File: src/core/oag_cfg.svh
// constants for the operand address generator
`ifndef OAG_CFG_SVH
`define OAG_CFG_SVH
`define STEP_BYTE 16'h0001
`define STEP_WORD 16'h0002
`define SP_NUM 3'h6
`define PC_NUM 3'h7
`define REG_RESET 16'h0000
`define BYTE_LSB 0
`define BYTE_MSB 7
`define MODE_LSB 3
`define MODE_MSB 5
`define REG_LSB 0
`define REG_MSB 2
`endif

File: src/core/oag_pkg.sv
// types for the operand address generator
package oag_pkg;
  typedef logic [15:0] word_t;
  typedef enum logic [2:0] {
    AM_REG = 3'h0,
    AM_REGDEF = 3'h1,
    AM_AUTOINC = 3'h2,
    AM_AUTOINCDEF = 3'h3,
    AM_AUTODEC = 3'h4,
    AM_AUTODECDEF = 3'h5,
    AM_INDEX = 3'h6,
    AM_INDEXDEF = 3'h7
  } addr_mode_t;
  typedef enum logic [3:0] {
    ST_IDLE = 4'b0001,
    ST_INDEX = 4'b0010,
    ST_DEFER = 4'b0100,
    ST_DONE = 4'b1000
  } state_t;
endpackage : oag_pkg

File: src/core/oag_if.sv
// bundle between the operand address generator and the register step calculator
`timescale 1ns/10ps
interface oag_if;
  import oag_pkg::*;
  addr_mode_t mode;
  logic [2:0] reg_num;
  logic byte_op;
  word_t sel_value;
  word_t step;
  word_t next_value;
  word_t pointer;
  modport calc (input mode, input reg_num, input byte_op, input sel_value,
                output step, output next_value, output pointer);
  modport user (output mode, output reg_num, output byte_op, output sel_value,
                input step, input next_value, input pointer);
endinterface : oag_if

File: src/core/ea_step_unit.sv
// register step and first pointer for the autoincrement and autodecrement modes
`timescale 1ns/10ps
`include "oag_cfg.svh"
module ea_step_unit
  import oag_pkg::*;
(
  oag_if.calc bus
);
  wire stepped_mode = (bus.mode == AM_AUTOINC) || (bus.mode == AM_AUTODEC);
  wire is_dec = (bus.mode == AM_AUTODEC) || (bus.mode == AM_AUTODECDEF);
  wire is_inc = (bus.mode == AM_AUTOINC) || (bus.mode == AM_AUTOINCDEF);
  // stack pointer and program counter always step by two
  // deferred modes step by two even for bytes
  assign bus.step = (bus.byte_op && stepped_mode && (bus.reg_num < `SP_NUM)) ?
                    `STEP_BYTE : `STEP_WORD;
  // sums wrap at 16 bits with no flag
  assign bus.next_value = is_inc ? 16'(bus.sel_value + bus.step) :
                          is_dec ? 16'(bus.sel_value - bus.step) :
                          bus.sel_value;
  // post-increment uses the old value, pre-decrement the new one
  assign bus.pointer = is_dec ? bus.next_value : bus.sel_value;
endmodule : ea_step_unit

File: src/core/operand_address_generator.sv
// operand address generator with its general register file
`timescale 1ns/10ps
`include "oag_cfg.svh"
module operand_address_generator
  import oag_pkg::*;
(
  // clock and reset
  input wire logic core_clk,
  input wire logic rst_n,
  // operand request from the sequencer
  input wire logic req_valid,
  output logic req_ready,
  input wire logic [5:0] req_spec,
  input wire logic req_byte,
  // resolved operand
  output logic done,
  output logic opnd_is_reg,
  output logic [2:0] opnd_reg,
  output word_t opnd_addr,
  // word reads from memory
  output logic mem_rd_req,
  output word_t mem_addr,
  input wire logic mem_rd_ack,
  input wire word_t mem_rd_data,
  // result written back to a register
  input wire logic res_we,
  input wire logic [2:0] res_reg,
  input wire logic res_byte,
  input wire logic res_byte_move,
  input wire word_t res_data,
  // instruction word fetched by the sequencer
  input wire logic pc_step,
  // register read port
  input wire logic [2:0] rd_sel,
  output word_t rd_data
);
  word_t regs [0:7];
  state_t state;
  state_t next_state;
  addr_mode_t mode_q;

  // specifier decode
  wire addr_mode_t req_mode = addr_mode_t'(req_spec[`MODE_MSB:`MODE_LSB]);
  wire [2:0] req_reg = req_spec[`REG_MSB:`REG_LSB];
  wire word_t sel_value = regs[req_reg];
  wire word_t pc_value = regs[`PC_NUM];
  wire accept = req_valid && req_ready;
  wire needs_index = (req_mode == AM_INDEX) || (req_mode == AM_INDEXDEF);
  // register deferred needs no read: the register already holds the address
  wire needs_defer = (req_mode == AM_AUTOINCDEF) || (req_mode == AM_AUTODECDEF);
  wire updates_reg = (req_mode == AM_AUTOINC) || (req_mode == AM_AUTOINCDEF) ||
                     (req_mode == AM_AUTODEC) || (req_mode == AM_AUTODECDEF);
  // all address sums wrap at 16 bits
  function automatic word_t wrap_add(input word_t a, input word_t b);
    return 16'(a + b);
  endfunction : wrap_add

  wire index_ack = (state == ST_INDEX) && mem_rd_ack;
  wire defer_ack = (state == ST_DEFER) && mem_rd_ack;
  // relative addressing sees the pc already advanced past the index word
  wire word_t index_sum = wrap_add(mem_rd_data, regs[opnd_reg]);
  wire word_t pc_plus_two = wrap_add(pc_value, `STEP_WORD);
  wire word_t res_old = regs[res_reg];
  wire [7:0] res_old_hi = res_old[15:8];
  wire word_t res_merged = res_byte_move ? {{8{res_data[`BYTE_MSB]}}, res_data[7:0]} :
                           res_byte ? {res_old_hi, res_data[7:0]} : res_data;

  oag_if calc_bus();
  assign calc_bus.mode = req_mode;
  assign calc_bus.reg_num = req_reg;
  assign calc_bus.byte_op = req_byte;
  assign calc_bus.sel_value = sel_value;

  ea_step_unit ea_step_unit_i (
    .bus(calc_bus.calc)
  );

  // one operand at a time, in the order the sequencer offers them
  assign req_ready = (state == ST_IDLE);
  assign done = (state == ST_DONE);
  assign mem_rd_req = (state == ST_INDEX) || (state == ST_DEFER);
  assign rd_data = regs[rd_sel];

  always_comb begin
    next_state = state;
    case (state)
      ST_IDLE: begin
        if (accept) begin
          next_state = needs_index ? ST_INDEX : needs_defer ? ST_DEFER : ST_DONE;
        end
      end
      ST_INDEX: begin
        if (mem_rd_ack) begin
          next_state = (mode_q == AM_INDEXDEF) ? ST_DEFER : ST_DONE;
        end
      end
      ST_DEFER: begin
        if (mem_rd_ack) begin
          next_state = ST_DONE;
        end
      end
      ST_DONE: begin
        next_state = ST_IDLE;
      end
      default: begin
        next_state = ST_IDLE;
      end
    endcase
  end

  always_ff @(posedge core_clk or negedge rst_n) begin
    if (!rst_n) begin
      state <= ST_IDLE;
      mode_q <= AM_REG;
    end else begin
      state <= next_state;
      if (accept) begin
        mode_q <= req_mode;
      end
    end
  end

  // operand result and memory address
  always_ff @(posedge core_clk or negedge rst_n) begin
    if (!rst_n) begin
      opnd_is_reg <= 1'b0;
      opnd_reg <= 3'h0;
      opnd_addr <= `REG_RESET;
      mem_addr <= `REG_RESET;
    end else if (accept) begin
      opnd_is_reg <= (req_mode == AM_REG);
      opnd_reg <= req_reg;
      opnd_addr <= calc_bus.pointer;
      mem_addr <= needs_index ? pc_value : calc_bus.pointer;
    end else if (index_ack) begin
      opnd_addr <= index_sum;
      mem_addr <= index_sum;
    end else if (defer_ack) begin
      opnd_addr <= mem_rd_data;
    end
  end

  // register file; address updates override a result write in the same cycle
  always_ff @(posedge core_clk or negedge rst_n) begin
    if (!rst_n) begin
      for (int i = 0; i < 8; i++) begin
        regs[i] <= `REG_RESET;
      end
    end else begin
      if (res_we) begin
        regs[res_reg] <= res_merged;
      end
      if (pc_step) begin
        regs[`PC_NUM] <= pc_plus_two;
      end
      if (accept && updates_reg) begin
        regs[req_reg] <= calc_bus.next_value;
      end
      if (accept && needs_index) begin
        regs[`PC_NUM] <= pc_plus_two;
      end
    end
  end

  wire word_t exp_step = (req_byte && req_reg < `SP_NUM) ? `STEP_BYTE : `STEP_WORD;
  wire quiet = !res_we && !pc_step;
endmodule : operand_address_generator

File: config.mk
export PLATFORM = sky130hd
export DESIGN_NAME = operand_address_generator
export DESIGN_NICKNAME = d
export VERILOG_FILES = /design/src/core/oag_pkg.sv /design/src/core/oag_if.sv /design/src/core/ea_step_unit.sv /design/src/core/operand_address_generator.sv
export VERILOG_INCLUDE_DIRS = /design/src /design/src/core
export SDC_FILE = /design/constraint.sdc
export NUM_CORES = 1
export LEC_CHECK = 0
export BUFFER_PORTS_ARGS = -buffer_cell sky130_fd_sc_hd__buf_2
export CAP_MARGIN = 40
export CORE_UTILIZATION = 50
export DETAILED_ROUTE_END_ITERATION = 8
export GPL_TIMING_DRIVEN = 0
export PLACE_DENSITY = 0.68
export SLEW_MARGIN = 20
export SYNTH_ARGS = -nofsm -noshare
export SYNTH_HDL_FRONTEND = slang
export SYNTH_SLANG_ARGS = --single-unit
File: constraint.sdc
create_clock -name core_clk -period 5.15 [get_ports core_clk]
set_input_delay 1.03 -clock core_clk [delete_from_list [all_inputs] [get_ports core_clk]]
set_output_delay 1.03 -clock core_clk [all_outputs]
set_load 0.01 [all_outputs]
==> impl_metrics.csv <==
group,metric,value,unit
synthesis,yosysSeqAreaShare,31.09,%
die,fp.coreArea,26950,um^2
min_path,holdPathStages,2,
critical_path,rr_worst_depth,13,
synthesis,async_flop_share,100.0,%
route,topRoutingLayerUsed,"met5",
min_path,hold_path_startpoint,"mem_addr[3]$_DFFE_PN0P_",
critical_path,reg2reg_slack,450,ps
timing,min_period,4884,ps
finish,fin_nets,1642,
timing,setup_viol,0,
timing,grt_setup_unrepaired,"no",
finish,largest_reg_flops,112,
route,dr_total_vias,13594,
synthesis,syn_nets,1510,
min_path,holdPathEnd,"mem_addr[3]$_DFFE_PN0P_",
placement,place_ws,-491.7,ps
synthesis,ys_warn_count,0,
timing,clock_skew,19.02,ps
die,die_w,167.9,um
route,wl_per_cell,28.33,um
clock_tree,cts_hold_buf,0,
global_route,grt_max_degree,93,
timing,worst_pin_slew,960.5,ps
global_route,grt_use_total,38.98,%
route,vias_per_cell,7.080,
synthesis,ys_seq_elements,171,
clock_tree,cts_buffers,17,
placement,dp.final_hpwl,39830,um
timing,maxSlewViolCount,0,
timing,relSlewSlack,35.96,%
synthesis,synth_cell_type_count,85,
global_route,grt_pass1_vias,13115,
die,io_pins,108,
power,power,8.826,mW
placement,io_buffers,90,
critical_path,cp.required,5430,ps
finish,antenna_cells,0,
global_route,antenna_found_initial,1,
route,drt-met1-wl,20070,um
finish,regArea,4280,um^2
finish,largest-register,"regs",
finish,drive_gt1_share,22.10,%
timing,finalCritPeriodShare,94.84,%
route,ant_nets,0,
critical_path,cp_data_arrival_time,5170,ps
synthesis,syn_area_per_cell,9.600,um^2
die,fp-row-count,60,
synthesis,synth_flop_cell,"dfrtp_1",
clock_tree,clock_sinks,171,
timing,whs,469.3,ps
clock_tree,clk_pin_slew,80,ps
die,die_h,167.9,um
critical_path,endpoint_kind,"register",
finish,final_cells,1920,
clock_tree,clockBufferDepth,2,
finish,final_cell_mix,"nand2_1, dfrtp_1, o21ai_0",
synthesis,synth_edf_count,0,
placement,placed_cells,1880,
timing,hold_viol_final,0,
min_path,hold_path.class,"register to register",
power,p_per_area,568.3,nW/um^2
timing,tns,0,ps
clock_tree,cts_tree,"yes",
die,die_area,28200,um^2
finish,fill_cells,2397,
critical_path,cp_max_fo,10,
finish,layout_commonest_cell,"nand2_1",
timing,fmax,204.7,MHz
route,drtIter0Drc,2294,
flow_run,maxCapViolations,0,
critical_path,start_kind,"input port",
route,wl_met3,6731,um
critical_path,r2r-end,"mem_addr[7]$_DFFE_PN0P_",
synthesis,synth_area,13770,um^2
global_route,overflow,0,
clock_tree,htreeDepth,4,
power,p_leak,5.955,nW
global_route,grt_pass1_wl,81120,um
status,status,"finished clean",
route,wl,54380,um
critical_path,r2r_start,"opnd_reg[2]$_DFFE_PN0P_",
critical_path,critPathKind,"input port to register",
power,ir_drop,0.2867,mV
route,drtPass1Iterations,7,
finish,multi_input_area,8912,um^2
die,start_util,51.08,%
route,wl_met2,24630,um
finish,area_growth_syn_to_layout,12.82,%
placement,gp_congestion,0.9639,
timing,fin_ws,265.9,ps
route,drc_errors,0,
clock_tree,cts_root_buf,"clkbuf_16",
clock_tree,clock_latency,460,ps
synthesis,synthCells,1434,
-- worst max-delay path by stage --
stage                     cells after the start  slack [ps]                      to        start
after floorplan                              17         530  pc_value[12]$_DFF_PN0_  req_spec[4]
after global placement                       18        -440  pc_value[12]$_DFF_PN0_  req_spec[4]
after detailed placement                     18        -490  pc_value[12]$_DFF_PN0_  req_spec[4]
after CTS                                    18          60  pc_value[14]$_DFF_PN0_  req_spec[4]
after global routing                         17          30  pc_value[12]$_DFF_PN0_  req_spec[5]
final                                        17         270  pc_value[12]$_DFF_PN0_  req_spec[5]
-- power breakdown --
group	switching, mW	internal, mW	total (mW)
Combinational	2.79	2.19	4.98
Clock	0.688	0.657	1.35
Sequential	0.617	1.89	2.50
-- cells in the mapped netlist (all sizes together) (9+ instances only) --
master | number | share of area (%)
mux2 | 43 | 3.5
and2 | 14 | 0.66
a221oi | 10 | 0.73
nand3 | 23 | 0.87
nand2 | 195 | 5.3
a21oi | 79 | 2.9
nor3 | 27 | 1.0
o21ai | 140 | 5.1
xor2 | 16 | 1.0
nand2b | 11 | 0.50
a31oi | 12 | 0.55
a22oi | 13 | 0.82
o211ai | 53 | 2.9
nor2b | 36 | 1.6
nor2 | 84 | 2.3
ha | 20 | 1.8
and3 | 10 | 0.45
a21o | 9 | 0.49
a211oi | 44 | 2.4
mux2i | 68 | 5.2
inv | 16 | 0.44
o22ai | 9 | 0.45
mux4 | 100 | 16
clkbuf | 86 | 2.4
xnor2 | 30 | 2.2
nand4 | 10 | 0.55
dfrtp | 170 | 31
buf | 38 | 1.6
-- through the flow --
stage,util (%),cell area [um^2]
after floorplan,-,13770
after global placement,54.33,14640
after detailed placement,55.01,14830
after CTS,57.27,15430
after global routing,57.62,15530
final,57.62,15530
-- timing repair --
| action | in CTS | in global routing |
|---|---|---|
| setup endpoints to repair | 1 | 43 |
| resized for setup | 1 | 1 |
| setup buffers | 0 | 0 |
-- critical path, stage by stage --
cell and delay (ps):
clkbuf_1 230, nor2b_1 170, clkbuf_1 350, nor2_1 190, or4b_2 750, inv_1 190, ha_1 200, inv_1 60
fa_1 410, nor2_1 200, and3_1 190, buf_4 160, nand4_2 220, o31ai_4 160, o21ai_2 170, xnor2_4 340
a221oi_1 160
-- cell families after synthesis --
| group | Yosys count | share of synthesized area, % |
|---|---|---|
| mux | 211 | 25.10 |
| buf+inv | 141 | 4.399 |
| xor+xnor | 46 | 3.199 |
| fa+ha+maj | 23 | 2.254 |
| compound gates | 408 | 19.08 |
| simple gates | 434 | 14.88 |
| flops | 171 | 31.09 |
-- routing by layer --
metal,vias to the layer above,GRT usage [%]
met5,-,0
met4,2,22.18
met3,225,10.65
met2,1051,60.07
met1,6638,49.57
li1,5678,-
-- area by class of cell --
class	count	area share (%)
plain buffers	122	3.448
clock buffers	17	2.739
clock inverters	15	1.112
inverters	17	0.4109
multi-input cells	1122	57.39
flip-flops and latches	171	27.56
well taps	341	2.747
repair buffers	115	4.592
Power figures use the tool's default switching activity.
